$ cat src/logic/scd_pkg.sv
// Constants, field layouts and carrier types for the system clock derivation block
package scd_pkg;

  // ----------------------------------------------------------------
  // Register map (byte addresses)
  // ----------------------------------------------------------------
  localparam logic [7:0] OFS_OUT_CLK_CTRL = 8'h00;
  localparam logic [7:0] OFS_LB_RATIO     = 8'h04;
  localparam logic [7:0] OFS_UNIT_CLK     = 8'h08;
  localparam logic [7:0] OFS_RESET_LOW    = 8'h0C;
  localparam logic [7:0] OFS_STATUS       = 8'h10;
  localparam logic [7:0] OFS_RATIOS       = 8'h14;

  localparam int NUM_BUS_CLK = 5;

  // ----------------------------------------------------------------
  // Reset values
  // ----------------------------------------------------------------
  localparam logic [4:0] RST_OUT_EN   = 5'h00;
  localparam logic [1:0] RST_LB_DIV   = 2'h0;
  localparam logic [1:0] RST_SEC_RATE = 2'h3;
  localparam logic       RST_DMA_RATE = 1'b1;

  // ----------------------------------------------------------------
  // Field positions
  // ----------------------------------------------------------------
  localparam int POS_SEC_RATE = 0;
  localparam int POS_DMA_RATE = 4;
  localparam int POS_HOST     = 0;
  localparam int POS_DRIVE    = 1;
  localparam int POS_HALVE    = 2;
  localparam int POS_RUN      = 3;
  localparam int POS_PRIM_SEL = 4;
  localparam int POS_CSB_MULT = 0;
  localparam int POS_CE_MULT  = 8;
  localparam int POS_CE_DIV   = 16;

  // Security core rate codes
  localparam logic [1:0] SEC_OFF   = 2'h0;
  localparam logic [1:0] SEC_FULL  = 2'h1;
  localparam logic [1:0] SEC_HALF  = 2'h2;
  localparam logic [1:0] SEC_THIRD = 2'h3;

  // Half periods in reference ticks (reference is twice the bus rate)
  localparam logic [2:0] HALF_CSB   = 3'h1;
  localparam logic [2:0] HALF_CSB2  = 3'h2;
  localparam logic [2:0] HALF_CSB3  = 3'h3;
  localparam logic [2:0] HALF_MEM   = 3'h1;
  localparam logic [2:0] HALF_LB_D2 = 3'h1;
  localparam logic [2:0] HALF_LB_D4 = 3'h2;
  localparam logic [2:0] HALF_LB_D8 = 3'h4;

  // Built-in reset word options (values arbitrary but plausible)
  localparam logic [31:0] RCW_OPT1 = 32'h0002_0034;
  localparam logic [31:0] RCW_OPT2 = 32'h0003_0044;
  localparam logic [31:0] RCW_OPT3 = 32'h0103_0054;

  localparam logic [1:0] AXI_OKAY   = 2'h0;
  localparam logic [1:0] AXI_SLVERR = 2'h2;

  // ----------------------------------------------------------------
  // Carrier types
  // ----------------------------------------------------------------
  typedef struct packed {
    logic [5:0] spare;
    logic       mem1_clock_mode;
    logic       local_bus_clock_mode;
    logic [6:0] spare2;
    logic       engine_pll_divider;
    logic [4:0] engine_pll_multiplier;
    logic [6:0] cpu_pll_select;
    logic [3:0] system_pll_multiplier;
  } scd_reset_word_low_t;

  typedef struct packed {
    logic       run;
    logic       halve;
    logic       bus_clock_drive;
    logic       host_mode_select;
    logic [1:0] prim_sel;
  } scd_mode_t;

  localparam logic [1:0] PRIM_CLKIN   = 2'h0;
  localparam logic [1:0] PRIM_AGENT   = 2'h1;
  localparam logic [1:0] PRIM_SYNC_IN = 2'h2;

endpackage

$ cat src/logic/scd_top.sv
// System clock derivation: input selection, reset word capture, dividers, registers
`timescale 1ns/1ps

module scd_top
  import scd_pkg::*;
(
  input  wire logic        clk_i,
  input  wire logic        nrst_i,
  input  wire logic        clkin_i,
  input  wire logic        agent_clk_i,
  input  wire logic        sync_in_i,
  input  wire logic        halve_strap_i,
  input  wire logic        host_mode_select_i,
  input  wire logic        bus_clock_drive_i,
  input  wire logic [1:0]  reset_source_i,
  input  wire logic [31:0] reset_word_low_i,
  input  wire logic [7:0]  s_axi_awaddr_i,
  input  wire logic        s_axi_awvalid_i,
  output logic             s_axi_awready_o,
  input  wire logic [31:0] s_axi_wdata_i,
  input  wire logic [3:0]  s_axi_wstrb_i,
  input  wire logic        s_axi_wvalid_i,
  output logic             s_axi_wready_o,
  output logic [1:0]       s_axi_bresp_o,
  output logic             s_axi_bvalid_o,
  input  wire logic        s_axi_bready_i,
  input  wire logic [7:0]  s_axi_araddr_i,
  input  wire logic        s_axi_arvalid_i,
  output logic             s_axi_arready_o,
  output logic [31:0]      s_axi_rdata_o,
  output logic [1:0]       s_axi_rresp_o,
  output logic             s_axi_rvalid_o,
  input  wire logic        s_axi_rready_i,
  output logic             sync_out_o,
  output logic [4:0]       bus_clk_out_o,
  output logic             mem1_clock_p_o,
  output logic             mem1_clock_n_o,
  output logic             local_sync_output_o,
  output logic [2:0]       local_bus_clock_outputs_o,
  output logic             sec_clk_o,
  output logic             dma_clk_o,
  output logic [7:0]       csb_mult_o,
  output logic [6:0]       cpu_pll_select_o
);

  // ----------------------------------------------------------------
  // Reset word capture
  // ----------------------------------------------------------------
  typedef enum logic [2:0] {
    ST_RESET   = 3'b001,
    ST_CAPTURE = 3'b010,
    ST_RUN     = 3'b100
  } scd_state_t;

  scd_state_t state_reg;
  scd_state_t state_next;
  scd_reset_word_low_t  reset_word_low_reg;
  scd_reset_word_low_t  reset_word_low_next;
  scd_mode_t  mode_reg;
  scd_mode_t  mode_next;

  function automatic logic [31:0] pick_rcw(input logic [1:0] src, input logic [31:0] pins);
    case (src)
      2'h1:    pick_rcw = RCW_OPT1;
      2'h2:    pick_rcw = RCW_OPT2;
      2'h3:    pick_rcw = RCW_OPT3;
      default: pick_rcw = pins;
    endcase
  endfunction

  // Straps are static around reset, so they are sampled once, in ST_CAPTURE, on the second clock edge after release
  always_comb
  begin
    state_next = state_reg;
    reset_word_low_next  = reset_word_low_reg;
    mode_next  = mode_reg;
    case (state_reg)
      ST_RESET:   state_next = ST_CAPTURE;
      ST_CAPTURE:
      begin
        reset_word_low_next                  = pick_rcw(reset_source_i, reset_word_low_i);
        mode_next.host_mode_select = host_mode_select_i;
        mode_next.bus_clock_drive  = bus_clock_drive_i;
        mode_next.halve            = halve_strap_i;
        mode_next.run              = 1'b1;
        if (!host_mode_select_i)
        begin
          mode_next.prim_sel = PRIM_AGENT;
        end
        else if (!bus_clock_drive_i)
        begin
          mode_next.prim_sel = PRIM_SYNC_IN;
        end
        else
        begin
          mode_next.prim_sel = PRIM_CLKIN;
        end
        state_next = ST_RUN;
      end
      ST_RUN:     state_next = ST_RUN;
      default:    state_next = ST_RESET;
    endcase
  end

  always_ff @(posedge clk_i or negedge nrst_i)
  begin
    if (!nrst_i)
    begin
      state_reg <= ST_RESET;
      reset_word_low_reg  <= '0;
      mode_reg  <= '0;
    end
    else
    begin
      state_reg <= state_next;
      reset_word_low_reg  <= reset_word_low_next;
      mode_reg  <= mode_next;
    end
  end

  // ----------------------------------------------------------------
  // Primary clock selection and bus clock outputs
  // ----------------------------------------------------------------
  // Pin clocks are oversampled, so only inputs well below a quarter of
  // the reference rate are followed faithfully
  logic [2:0] pin_lvl;
  logic       prim_lvl;
  logic       prim_prev_reg;
  logic       sync_reg;
  logic       sync_next;
  logic [4:0] gate_reg;
  logic [4:0] gate_next;
  logic [4:0] bclk_reg;
  logic [4:0] bclk_next;
  logic [4:0] out_en_reg;

  scd_sync #(.W(3)) u_sync (
    .clk_i   (clk_i),
    .nrst_i  (nrst_i),
    .pin_i   ({sync_in_i, agent_clk_i, clkin_i}),
    .level_o (pin_lvl)
  );

  always_comb
  begin
    case (mode_reg.prim_sel)
      PRIM_AGENT:   prim_lvl = pin_lvl[1];
      PRIM_SYNC_IN: prim_lvl = pin_lvl[2];
      default:      prim_lvl = pin_lvl[0];
    endcase
    sync_next = 1'b0;
    if (mode_reg.run)
    begin
      if (mode_reg.halve)
      begin
        sync_next = sync_reg ^ (prim_lvl & ~prim_prev_reg);
      end
      else
      begin
        sync_next = prim_lvl;
      end
    end
    // An enable is taken over only while the sync clock is low
    gate_next = sync_reg ? gate_reg : out_en_reg;
    bclk_next = gate_next & {NUM_BUS_CLK{sync_next}};
  end

  always_ff @(posedge clk_i or negedge nrst_i)
  begin
    if (!nrst_i)
    begin
      prim_prev_reg <= 1'b0;
      sync_reg      <= 1'b0;
      gate_reg      <= '0;
      bclk_reg      <= '0;
    end
    else
    begin
      prim_prev_reg <= prim_lvl;
      sync_reg      <= sync_next;
      gate_reg      <= gate_next;
      bclk_reg      <= bclk_next;
    end
  end

  // ----------------------------------------------------------------
  // Derived clocks (reference runs at twice the bus clock rate)
  // ----------------------------------------------------------------
  logic [1:0] lb_div_reg;
  logic [1:0] sec_rate_reg;
  logic       dma_rate_reg;
  logic       csb_tick_reg;
  logic       lb_tick;
  logic       mem_tick;
  logic [2:0] lb_half;
  logic [2:0] sec_half;
  logic       mem_div;
  logic       lb_div_clk;
  logic       run;

  assign run      = mode_reg.run;
  assign lb_tick  = reset_word_low_reg.local_bus_clock_mode | csb_tick_reg;
  assign mem_tick = reset_word_low_reg.mem1_clock_mode | csb_tick_reg;

  always_comb
  begin
    case (lb_div_reg)
      2'h0:    lb_half = HALF_LB_D2;
      2'h1:    lb_half = HALF_LB_D4;
      default: lb_half = HALF_LB_D8;
    endcase
    // Full rate is allowed only for slow bus clocks; software must check
    case (sec_rate_reg)
      SEC_FULL: sec_half = HALF_CSB;
      SEC_HALF: sec_half = HALF_CSB2;
      default:  sec_half = HALF_CSB3;
    endcase
  end

  scd_clk_div u_mem_div (
    .clk_i  (clk_i),
    .nrst_i (nrst_i),
    .tick_i (mem_tick),
    .on_i   (run),
    .half_i (HALF_MEM),
    .clk_o  (mem_div)
  );

  scd_clk_div u_lb_div (
    .clk_i  (clk_i),
    .nrst_i (nrst_i),
    .tick_i (lb_tick),
    .on_i   (run),
    .half_i (lb_half),
    .clk_o  (lb_div_clk)
  );

  scd_clk_div u_sec_div (
    .clk_i  (clk_i),
    .nrst_i (nrst_i),
    .tick_i (1'b1),
    .on_i   (run && sec_rate_reg != SEC_OFF),
    .half_i (sec_half),
    .clk_o  (sec_clk_o)
  );

  scd_clk_div u_dma_div (
    .clk_i  (clk_i),
    .nrst_i (nrst_i),
    .tick_i (1'b1),
    .on_i   (run & dma_rate_reg),
    .half_i (HALF_CSB),
    .clk_o  (dma_clk_o)
  );

  logic       memp_reg;
  logic       memn_reg;
  logic [3:0] lbo_reg;
  logic [7:0] csb_mult_reg;

  always_ff @(posedge clk_i or negedge nrst_i)
  begin
    if (!nrst_i)
    begin
      csb_tick_reg <= 1'b0;
      memp_reg     <= 1'b0;
      memn_reg     <= 1'b0;
      lbo_reg      <= '0;
      csb_mult_reg <= 8'h00;
    end
    else
    begin
      csb_tick_reg <= ~csb_tick_reg;
      memp_reg     <= mem_div;
      memn_reg     <= run & ~mem_div;
      lbo_reg      <= {4{lb_div_clk}};
      csb_mult_reg <= {4'h0, reset_word_low_reg.system_pll_multiplier}
                      << mode_reg.halve;
    end
  end

  // ----------------------------------------------------------------
  // AXI4-Lite register slave
  // ----------------------------------------------------------------
  logic        aw_have_reg, aw_have_next, w_have_reg, w_have_next;
  logic [7:0]  awaddr_reg, awaddr_next;
  logic [31:0] wdata_reg, wdata_next;
  logic        bvalid_reg, bvalid_next, rvalid_reg, rvalid_next;
  logic [1:0]  bresp_reg, bresp_next, rresp_reg, rresp_next;
  logic [31:0] rdata_reg, rdata_next;
  logic [4:0]  out_en_next;
  logic [1:0]  lb_div_next, sec_rate_next;
  logic        dma_rate_next;

  function automatic logic [31:0] read_word(input logic [7:0] a);
    read_word = 32'h0000_0000;
    case (a)
      OFS_OUT_CLK_CTRL: read_word[4:0] = out_en_reg;
      OFS_LB_RATIO:     read_word[1:0] = lb_div_reg;
      OFS_UNIT_CLK:
      begin
        read_word[POS_SEC_RATE +: 2] = sec_rate_reg;
        read_word[POS_DMA_RATE]      = dma_rate_reg;
      end
      OFS_RESET_LOW:    read_word = reset_word_low_reg;
      OFS_STATUS:
      begin
        read_word[POS_HOST]          = mode_reg.host_mode_select;
        read_word[POS_DRIVE]         = mode_reg.bus_clock_drive;
        read_word[POS_HALVE]         = mode_reg.halve;
        read_word[POS_RUN]           = mode_reg.run;
        read_word[POS_PRIM_SEL +: 2] = mode_reg.prim_sel;
      end
      OFS_RATIOS:
      begin
        read_word[POS_CSB_MULT +: 8] = csb_mult_reg;
        read_word[POS_CE_MULT +: 5]  = reset_word_low_reg.engine_pll_multiplier;
        read_word[POS_CE_DIV +: 2]   = {1'b0, reset_word_low_reg.engine_pll_divider} + 2'h1;
      end
      default:          read_word = 32'h0000_0000;
    endcase
  endfunction

  function automatic logic mapped(input logic [7:0] a);
    mapped = (a <= OFS_RATIOS) && (a[1:0] == 2'h0);
  endfunction

  always_comb
  begin
    aw_have_next  = aw_have_reg;
    w_have_next   = w_have_reg;
    awaddr_next   = awaddr_reg;
    wdata_next    = wdata_reg;
    bvalid_next   = bvalid_reg;
    bresp_next    = bresp_reg;
    rvalid_next   = rvalid_reg;
    rresp_next    = rresp_reg;
    rdata_next    = rdata_reg;
    out_en_next   = out_en_reg;
    lb_div_next   = lb_div_reg;
    sec_rate_next = sec_rate_reg;
    dma_rate_next = dma_rate_reg;
    if (s_axi_awvalid_i && s_axi_awready_o)
    begin
      aw_have_next = 1'b1;
      awaddr_next  = s_axi_awaddr_i;
    end
    if (s_axi_wvalid_i && s_axi_wready_o)
    begin
      w_have_next = 1'b1;
      wdata_next  = s_axi_wdata_i;
    end
    if (bvalid_reg && s_axi_bready_i)
    begin
      bvalid_next = 1'b0;
    end
    if (aw_have_reg && w_have_reg && !bvalid_reg)
    begin
      aw_have_next = 1'b0;
      w_have_next  = 1'b0;
      bvalid_next  = 1'b1;
      bresp_next   = mapped(awaddr_reg) ? AXI_OKAY : AXI_SLVERR;
      if (s_axi_wstrb_i[0] || 1'b1)
      begin
        case (awaddr_reg)
          OFS_OUT_CLK_CTRL: out_en_next = wdata_reg[4:0];
          OFS_LB_RATIO:     lb_div_next = wdata_reg[1:0];
          OFS_UNIT_CLK:
          begin
            sec_rate_next = wdata_reg[POS_SEC_RATE +: 2];
            dma_rate_next = wdata_reg[POS_DMA_RATE];
          end
          default:          out_en_next = out_en_reg;
        endcase
      end
    end
    if (rvalid_reg && s_axi_rready_i)
    begin
      rvalid_next = 1'b0;
    end
    if (s_axi_arvalid_i && s_axi_arready_o)
    begin
      rvalid_next = 1'b1;
      rdata_next  = read_word(s_axi_araddr_i);
      rresp_next  = mapped(s_axi_araddr_i) ? AXI_OKAY : AXI_SLVERR;
    end
  end

  always_ff @(posedge clk_i or negedge nrst_i)
  begin
    if (!nrst_i)
    begin
      aw_have_reg  <= 1'b0;
      w_have_reg   <= 1'b0;
      awaddr_reg   <= 8'h00;
      wdata_reg    <= 32'h0000_0000;
      bvalid_reg   <= 1'b0;
      bresp_reg    <= AXI_OKAY;
      rvalid_reg   <= 1'b0;
      rresp_reg    <= AXI_OKAY;
      rdata_reg    <= 32'h0000_0000;
      out_en_reg   <= RST_OUT_EN;
      lb_div_reg   <= RST_LB_DIV;
      sec_rate_reg <= RST_SEC_RATE;
      dma_rate_reg <= RST_DMA_RATE;
      s_axi_awready_o <= 1'b0;
      s_axi_wready_o  <= 1'b0;
      s_axi_arready_o <= 1'b0;
    end
    else
    begin
      aw_have_reg  <= aw_have_next;
      w_have_reg   <= w_have_next;
      awaddr_reg   <= awaddr_next;
      wdata_reg    <= wdata_next;
      bvalid_reg   <= bvalid_next;
      bresp_reg    <= bresp_next;
      rvalid_reg   <= rvalid_next;
      rresp_reg    <= rresp_next;
      rdata_reg    <= rdata_next;
      out_en_reg   <= out_en_next;
      lb_div_reg   <= lb_div_next;
      sec_rate_reg <= sec_rate_next;
      dma_rate_reg <= dma_rate_next;
      s_axi_awready_o <= !aw_have_next && !bvalid_next && !s_axi_awready_o;
      s_axi_wready_o  <= !w_have_next && !bvalid_next && !s_axi_wready_o;
      s_axi_arready_o <= !rvalid_next && !s_axi_arready_o;
    end
  end

  assign s_axi_bvalid_o            = bvalid_reg;
  assign s_axi_bresp_o             = bresp_reg;
  assign s_axi_rvalid_o            = rvalid_reg;
  assign s_axi_rresp_o             = rresp_reg;
  assign s_axi_rdata_o             = rdata_reg;
  assign sync_out_o                = sync_reg;
  assign bus_clk_out_o             = bclk_reg;
  assign mem1_clock_p_o            = memp_reg;
  assign mem1_clock_n_o            = memn_reg;
  assign local_sync_output_o       = lbo_reg[3];
  assign local_bus_clock_outputs_o = lbo_reg[2:0];
  assign csb_mult_o                = csb_mult_reg;
  assign cpu_pll_select_o          = reset_word_low_reg.cpu_pll_select;

endmodule

$ cat src/logic/scd_sync.sv
// Three-stage synchroniser with agreement filter for pin inputs
`timescale 1ns/1ps
module scd_sync
  import scd_pkg::*;
#(
  parameter int W = 3
)(
  input  wire logic         clk_i,
  input  wire logic         nrst_i,
  input  wire logic [W-1:0] pin_i,
  output logic      [W-1:0] level_o
);

  logic [W-1:0] s1_reg;
  logic [W-1:0] s2_reg;
  logic [W-1:0] s3_reg;
  logic [W-1:0] lvl_reg;
  logic [W-1:0] lvl_next;

  // A change counts only once stages two and three agree
  always_comb
  begin
    for (int i = 0; i < W; i++)
    begin
      lvl_next[i] = (s2_reg[i] == s3_reg[i]) ? s3_reg[i] : lvl_reg[i];
    end
  end

  always_ff @(posedge clk_i or negedge nrst_i)
  begin
    if (!nrst_i)
    begin
      s1_reg  <= '0;
      s2_reg  <= '0;
      s3_reg  <= '0;
      lvl_reg <= '0;
    end
    else
    begin
      s1_reg  <= pin_i;
      s2_reg  <= s1_reg;
      s3_reg  <= s2_reg;
      lvl_reg <= lvl_next;
    end
  end

  assign level_o = lvl_reg;

endmodule

$ cat src/logic/scd_clk_div.sv
// Glitch-free programmable clock divider with gated shut-off
`timescale 1ns/1ps
module scd_clk_div
  import scd_pkg::*;
(
  input  wire logic       clk_i,
  input  wire logic       nrst_i,
  input  wire logic       tick_i,
  input  wire logic       on_i,
  input  wire logic [2:0] half_i,
  output logic            clk_o
);

  logic [2:0] cnt_reg;
  logic [2:0] cnt_next;
  logic [2:0] half_reg;
  logic [2:0] half_next;
  logic       on_reg;
  logic       on_next;
  logic       out_reg;
  logic       out_next;

  // New settings are taken only at the start of a low phase, so a
  // pulse already under way always completes at its old width
  always_comb
  begin
    cnt_next  = cnt_reg;
    half_next = half_reg;
    on_next   = on_reg;
    out_next  = out_reg;
    if (tick_i)
    begin
      if (!out_reg && cnt_reg == 3'h0)
      begin
        on_next   = on_i;
        half_next = half_i;
      end
      if (on_next)
      begin
        if (cnt_reg + 3'h1 >= half_next)
        begin
          cnt_next = 3'h0;
          out_next = ~out_reg;
        end
        else
        begin
          cnt_next = cnt_reg + 3'h1;
        end
      end
      else
      begin
        cnt_next = 3'h0;
        out_next = 1'b0;
      end
    end
  end

  always_ff @(posedge clk_i or negedge nrst_i)
  begin
    if (!nrst_i)
    begin
      cnt_reg  <= 3'h0;
      half_reg <= 3'h1;
      on_reg   <= 1'b0;
      out_reg  <= 1'b0;
    end
    else
    begin
      cnt_reg  <= cnt_next;
      half_reg <= half_next;
      on_reg   <= on_next;
      out_reg  <= out_next;
    end
  end

  assign clk_o = out_reg;

endmodule

$ cat config.mk
export PLATFORM = sky130hd
export DESIGN_NAME = scd_top
export DESIGN_NICKNAME = d
export VERILOG_FILES = /design/src/logic/scd_pkg.sv /design/src/logic/scd_top.sv /design/src/logic/scd_sync.sv /design/src/logic/scd_clk_div.sv
export SDC_FILE = /design/constraint.sdc
export NUM_CORES = 1
export LEC_CHECK = 0
export BUFFER_PORTS_ARGS = -buffer_cell sky130_fd_sc_hd__buf_2
export CORE_MARGIN = 2
export CORE_UTILIZATION = 54
export CTS_CLUSTER_SIZE = 30
export DETAILED_ROUTE_END_ITERATION = 8
export PLACE_DENSITY = 0.81
export SKIP_LAST_GASP = 1
export SLEW_MARGIN = 0
export SYNTH_ARGS = -nofsm -noshare
export SYNTH_HDL_FRONTEND = slang
export SYNTH_SLANG_ARGS = --single-unit
export TNS_END_PERCENT = 20
$ cat constraint.sdc
create_clock -name clk_i -period 3.3 [get_ports clk_i]
set_input_delay 0.165 -clock clk_i [delete_from_list [all_inputs] [get_ports clk_i]]
set_output_delay 0.165 -clock clk_i [all_outputs]
set_load 0.01 [all_outputs]
==> out/qor.yml, run 1 <==
max_freq_mhz: 339
pwr_density_cell_nw_per_um2: 619
slowest_delay_ns: 0.56
vias: 5385
final_cell_area_um2: 9010
synth_cell_type_count: 50
drc: 0
min_to: "reset_word_low_reg[28]"
whs_path_depth: 3
worstRegToRegCells: 10
maxCapViolCount: 0
synth_largest_area_cell: "dfrtp_1"
async_flop_share_pct: 100
core.rowCount: 42
fill_cells: 976
synth_edf_count: 0
peakVddDrop_uv: 563
placed_area_um2: 8060
status: "finished clean"
postSynthCellCount: 640
fin_skew_ns: 0.00905
gp_congestion: 0.915
drt-initial-drc-count: 485
grt_overflow: 0
arrival_ns: 3.25
setup_viol: 0
min_path_type: "in2reg"
synthesis.area_um2: 7300
htreeDepth: 4
yosysWarnings: 0
power_mw: 5.58
grt_use_total_pct: 24.3
fin_crit_ns: 2.95
worstPathRequired_ns: 3.60
yosysTopAreaCellShare_pct: 55.5
die_area_um2: 14500
yosys-top-cells-count: "dfrtp_1, nand2_1, o21ai_0"
setup_tns_ns: 0
rsz0062_at_grt: "no"
grt_pass1_wl_mm: 27.3
dr.pass1.iters: 6
ios: 169
cp-end-kind: "flip-flop"
synth_seq_cells: 170
areaGrowthSynthToFinish_pct: 23.5
largest_reg_flops: 32
path_cells: "inv_1 -> ha_1 -> or3b_2 -> nor3b_1 -> a21oi_1 -> ha_1 -> nand2_1 -> o21ai_0 -> mux2_2 -> a221o_1"
cp-start-kind: "flip-flop"
fin_nets: 924
clkSlewWorstSetupHoldPaths_ns: 0.06
layout-drive-gt1-share_pct: 27.8
crit_top_cell: "ha_1"
wl_met2_mm: 8.28
clk_latency_ns: 0.42
leakage_nw: 4.52
grt_pass1_vias: 5595
cp_num_buf_inv: 1
cts.sinks: 170
synth_ff_type: "dfrtp_1"
syn_avg_cell_area_um2: 11.4
fp.dieW_um: 120
relSlewSlack_pct: 28.2
finalHoldViolCount: 0
yosysSeqAreaShare_pct: 58.4
reg2reg_to: "u_lb_div.clk_o"
multi_input_area_um2: 2720
antennaDiodeCount: 0
crit_family: "simple AND/OR/NAND/NOR gates"
drtAntennaViolNets: 0
yosysMostFrequentCell: "dfrtp_1"
dp_hpwl_mm: 11.3
cts_tree: "done"
routed_wl_mm: 16.6
placed_cells: 917
initial_core_util_pct: 55.1
worstMarginPinSlew_ns: 1.08
critical_path.slowest_cell: "or3b_2"
fin_crit_sh_pct: 89.4
reg2reg_slack_ns: 0.35
fin_cells: 992
cts_max_path_buffers: 2
numCtsBuffers: 17
cts_root_buf: "clkbuf_16"
post_cts_buffers: 0
core_area_um2: 13200
vias_per_cell: 5.43
port_buffers: 132
wl_met1_mm: 6.57
routedWlPerCell_um: 16.7
route.top_layer_used: "met4"
dieHeight_um: 120
slew_violations: 0
r2r-start: "u_lb_div.cnt_reg[0]"
cp_max_fo: 8
crit_type: "reg2reg"
antenna_found_initial: 0
grt_max_degree: 80
hold_start: "reset_word_low_i[28]"
synth_area_leaders: "dfrtp_1, mux2_2, nand2_1"
final_util_pct: 68.1
wl_met3_mm: 1.09
seqCellArea_um2: 4260
## how the worst max path moves through the flow
stage,startpoint,to,slack (ns),depth (start not counted)
6_report,u_lb_div.cnt_reg[0],u_lb_div.clk_o,0.35,10
5_1_grt,u_lb_div.cnt_reg[0],u_lb_div.clk_o,0.11,10
4_1_cts,u_lb_div.cnt_reg[0],u_lb_div.clk_o,0.34,10
3_5_place_dp,u_lb_div.cnt_reg[0],u_lb_div.clk_o,0.35,10
3_3_place_gp,u_lb_div.cnt_reg[0],u_lb_div.clk_o,0.44,10
2_1_floorplan,u_lb_div.cnt_reg[0],u_lb_div.clk_o,0.50,11
## layout by cell type, fill, tap and decap left out, drive strengths merged, types with 5 or more instances in the layout
master	Yosys	routed
dfstp	8	8
nor2b	15	15
mux2	43	43
conb	1	5
nor3b	11	11
a22o	28	28
o21ai	48	48
nand2b	8	8
ha	22	22
nor3	11	11
nand2	90	90
clkbuf	24	25
dfrtp	162	162
inv	33	33
nor2	27	27
buf	17	138
a211oi	6	6
a22oi	6	6
dlygate4sd3	0	43
a21oi	18	18
mux2i	11	11
## report_power, final
group | internal, mW | switching (mW) | total, mW
Clock | 1.02 | 0.759 | 1.78
Sequential | 2.40 | 0.234 | 2.64
Combinational | 0.587 | 0.584 | 1.17
Total | 4.01 | 1.58 | 5.58
## worst register-to-register path, delay by kind of cell (launching register included)
kind	cells	cell delay [ns]
adders and majority gates	2	0.43
and+or+nand+nor	3	0.83
muxes	1	0.39
DFF	1	0.40
AOI/OAI and AO/OA	3	0.69
buffers and inverters	1	0.09
## stage by stage
stage,hold slack [ns],setup slack (ns)
2_1_floorplan,-0.131,0.502
6_report,0.0140,0.350
3_5_place_dp,0.248,0.353
4_1_cts,0.000617,0.338
3_3_place_gp,0.228,0.443
5_1_grt,0.00304,0.109
## layout make-up
class	instances	area share, %
Sequential cell	170	47.3
Clock inverter	7	0.472
Multi-Input combinational cell	400	30.2
Clock buffer	25	5.39
Tap cell	176	2.44
Timing Repair Buffer	181	12.8
Inverter	33	1.37
## timing repair
action                                  4_1_cts  5_1_grt
hold endpoints to repair                    116        0
hold buffers                                 43        0
endpoints found under the setup margin        0        0
gates resized for setup                       0        0
## metal layers
metal | up-vias | global-route usage [%]
met5 | - | 0
met4 | 0 | 11.6
met3 | 67 | 6.93
met2 | 218 | 40.2
met1 | 2585 | 29.7
li1 | 2515 | -
## kinds of logic (layout without fill, tap and decap cells)
logic type	Yosys count	in the layout	share of synthesized area [%]
other cells	1	5	0.0514
mux	54	54	8.40
flops	170	170	58.4
buf+inv	74	246	4.68
xor+xnor	5	5	0.600
simple gates	182	182	12.0
fa+ha+maj	25	25	4.18
compound gates	129	129	11.7
Power figures use the tool's default switching activity.
==> run 2: changes to the inputs <==
--- a/config.mk
+++ b/config.mk
@@ -7,10 +7,11 @@
 export LEC_CHECK = 0
 export BUFFER_PORTS_ARGS = -buffer_cell sky130_fd_sc_hd__buf_2
 export CORE_MARGIN = 2
-export CORE_UTILIZATION = 54
+export CORE_UTILIZATION = 45
 export CTS_CLUSTER_SIZE = 30
 export DETAILED_ROUTE_END_ITERATION = 8
-export PLACE_DENSITY = 0.81
+export HOLD_SLACK_MARGIN = 0.03
+export PLACE_DENSITY = 0.7
 export SKIP_LAST_GASP = 1
 export SLEW_MARGIN = 0
 export SYNTH_ARGS = -nofsm -noshare
==> run 2 against run 1 <==
Net effect:
- cell area is 2.1% higher
- register-to-register slack got worse by 0.07 ns
- power is 4.6% higher
- critical endpoint unchanged
- global-route usage is 4.4 points lower
- clock skew is 0.0018 ns lower
- largest cell class unchanged
==> out/qor.yml, run 2 (synthesized netlist as in run 1, its figures left out) <==
status: "finished clean"  # unchanged
drtAntennaViolNets: 0  # unchanged
crit_type: "reg2reg"  # unchanged
grt_pass1_vias: 5481  # was 5595
areaGrowthSynthToFinish_pct: 26.1  # was 23.5%
setup_tns_ns: 0  # unchanged
vias_per_cell: 5.13  # was 5.43
antennaDiodeCount: 0  # unchanged
ios: 169  # unchanged
core_area_um2: 15900  # was 13200 µm²
routedWlPerCell_um: 16.0  # was 16.7 µm
pwr_density_cell_nw_per_um2: 635  # was 619 nW/µm²
worstPathRequired_ns: 3.60  # about the same
core.rowCount: 46  # was 42
grt-busiest-layer: "met2"  # unchanged
hold_buffers: 50  # was 43
grt_pass1_wl_mm: 27.3  # about the same
grt_use_total_pct: 20.0  # was 24.3%
dr.pass1.iters: 4  # was 6
final_cell_mix: "dfrtp_1, buf_2, nand2_1"  # unchanged
worstMarginPinSlew_ns: 1.04  # was 1.08 ns
slew_violations: 0  # unchanged
cts_resized: 0  # unchanged
post_cts_buffers: 0  # unchanged
fp.dieW_um: 131  # was 120 µm
cp_max_fo: 8  # unchanged
arrival_ns: 3.33  # was 3.25 ns
seqCellArea_um2: 4260  # unchanged
fin_crit_sh_pct: 91.6  # was 89.4%
cts_max_path_buffers: 2  # unchanged
fin_crit_ns: 3.02  # was 2.95 ns
cp-start-kind: "flip-flop"  # unchanged
gp_congestion: 0.827  # was 0.915
power_mw: 5.84  # was 5.58 mW
largest_reg_flops: 32  # unchanged
clkSlewWorstSetupHoldPaths_ns: 0.06  # about the same
grt_max_degree: 107  # was 80
maxCapViolCount: 0  # unchanged
grt_overflow: 0  # unchanged
port_buffers: 132  # unchanged
htreeDepth: 4  # unchanged
setup_viol: 0  # unchanged
finalHoldViolCount: 0  # unchanged
numCtsBuffers: 17  # unchanged
fin_nets: 930  # was 924
layout_commonest_cell: "dfrtp_1"  # unchanged
fin_skew_ns: 0.00728  # was 0.00905 ns
initial_core_util_pct: 46.0  # was 55.1%
antenna_found_initial: 0  # unchanged
cts_root_buf: "clkbuf_16"  # unchanged
rsz0062_at_grt: "no"  # unchanged
fill_cells: 1334  # was 976
routed_wl_mm: 16.6  # about the same
cp-end-kind: "flip-flop"  # unchanged
layout-drive-gt1-share_pct: 28.0  # was 27.8%
peakVddDrop_uv: 423  # was 563 µV
clk_latency_ns: 0.42  # about the same
leakage_nw: 4.58  # was 4.52 nW
die_area_um2: 17300  # was 14500 µm²
met1_usage_pct: 24.0  # was 29.7%
grt_use_met2_pct: 34.0  # was 40.2%
cts_tree: "done"  # unchanged
met3_usage_pct: 5.86  # was 6.93%
min_path_type: "in2reg"  # unchanged
cts.sinks: 170  # unchanged
drt-initial-drc-count: 233  # was 485
drc: 0  # unchanged
dieHeight_um: 131  # was 120 µm
relSlewSlack_pct: 30.6  # was 28.2%
max_freq_mhz: 331  # was 339 MHz
dp_hpwl_mm: 11.3  # about the same
vias: 5322  # was 5385
multi_input_area_um2: 2720  # unchanged
run 2: through the flow:
stage                     hold WS (ns)  cell area [µm²]  cells  worst slack (ns)  utilization [%]
after floorplan                 -0.131             7310    644             0.502                -
after global placement           0.275             8100    956             0.451             51.0
after detailed placement         0.275             8100    956             0.311             51.0
after CTS                       0.0366             9200   1038             0.305             57.9
after global routing            0.0438             9200   1038             0.102             57.9
final                           0.0416             9200   1038             0.277             57.9
run 2: cell type report:
type | instances | area share [%]
Clock buffer | 21 | 5.11
Clock inverter | 11 | 1.44
Inverter | 33 | 1.35
Multi-Input combinational cell | 400 | 29.6
Sequential cell | 170 | 46.3
Tap cell | 216 | 2.94
Timing Repair Buffer | 187 | 13.2
run 2: final timing paths:
path | endpoint | slack [ns] | cells past startpoint | from
max | u_lb_div.clk_o | 0.28 | 10 | u_lb_div.cnt_reg[0]
min | reset_word_low_reg[2] | 0.04 | 3 | reset_word_low_i[2]
max reg2reg | u_lb_div.clk_o | 0.28 | 10 | u_lb_div.cnt_reg[0]
min reg2reg | u_sync.s2_reg[2] | 0.35 | 0 | u_sync.s1_reg[2]
max in group asynchronous | u_sec_div.half_reg[0] | 1.90 | 3 | nrst_i
min in group asynchronous | mem1_clock_p_o | 0.42 | 2 | nrst_i
run 2: worst max-delay path, cell delays in order, from the launching register on:
cell and delay [ns]:
dfrtp_1 0.40, inv_1 0.09, ha_1 0.14, or3b_2 0.56, nor3b_1 0.22, a21oi_1 0.09, ha_1 0.29, nand2_1 0.05
o21ai_0 0.40, mux2_2 0.39, a221o_1 0.29
run 2: per-layer routing:
metal,vias up,part of all wire [%]
li1,2529,-
met1,2611,42
met2,153,50
met3,29,5.5
met4,0,2.4
met5,-,0
run 2: where the power goes:
group	internal [mW]	total [mW]	leakage (nW)	switching (mW)
Clock	1.19	2.01	0.291	0.825
Combinational	0.592	1.19	2.13	0.598
Sequential	2.40	2.64	2.17	0.239
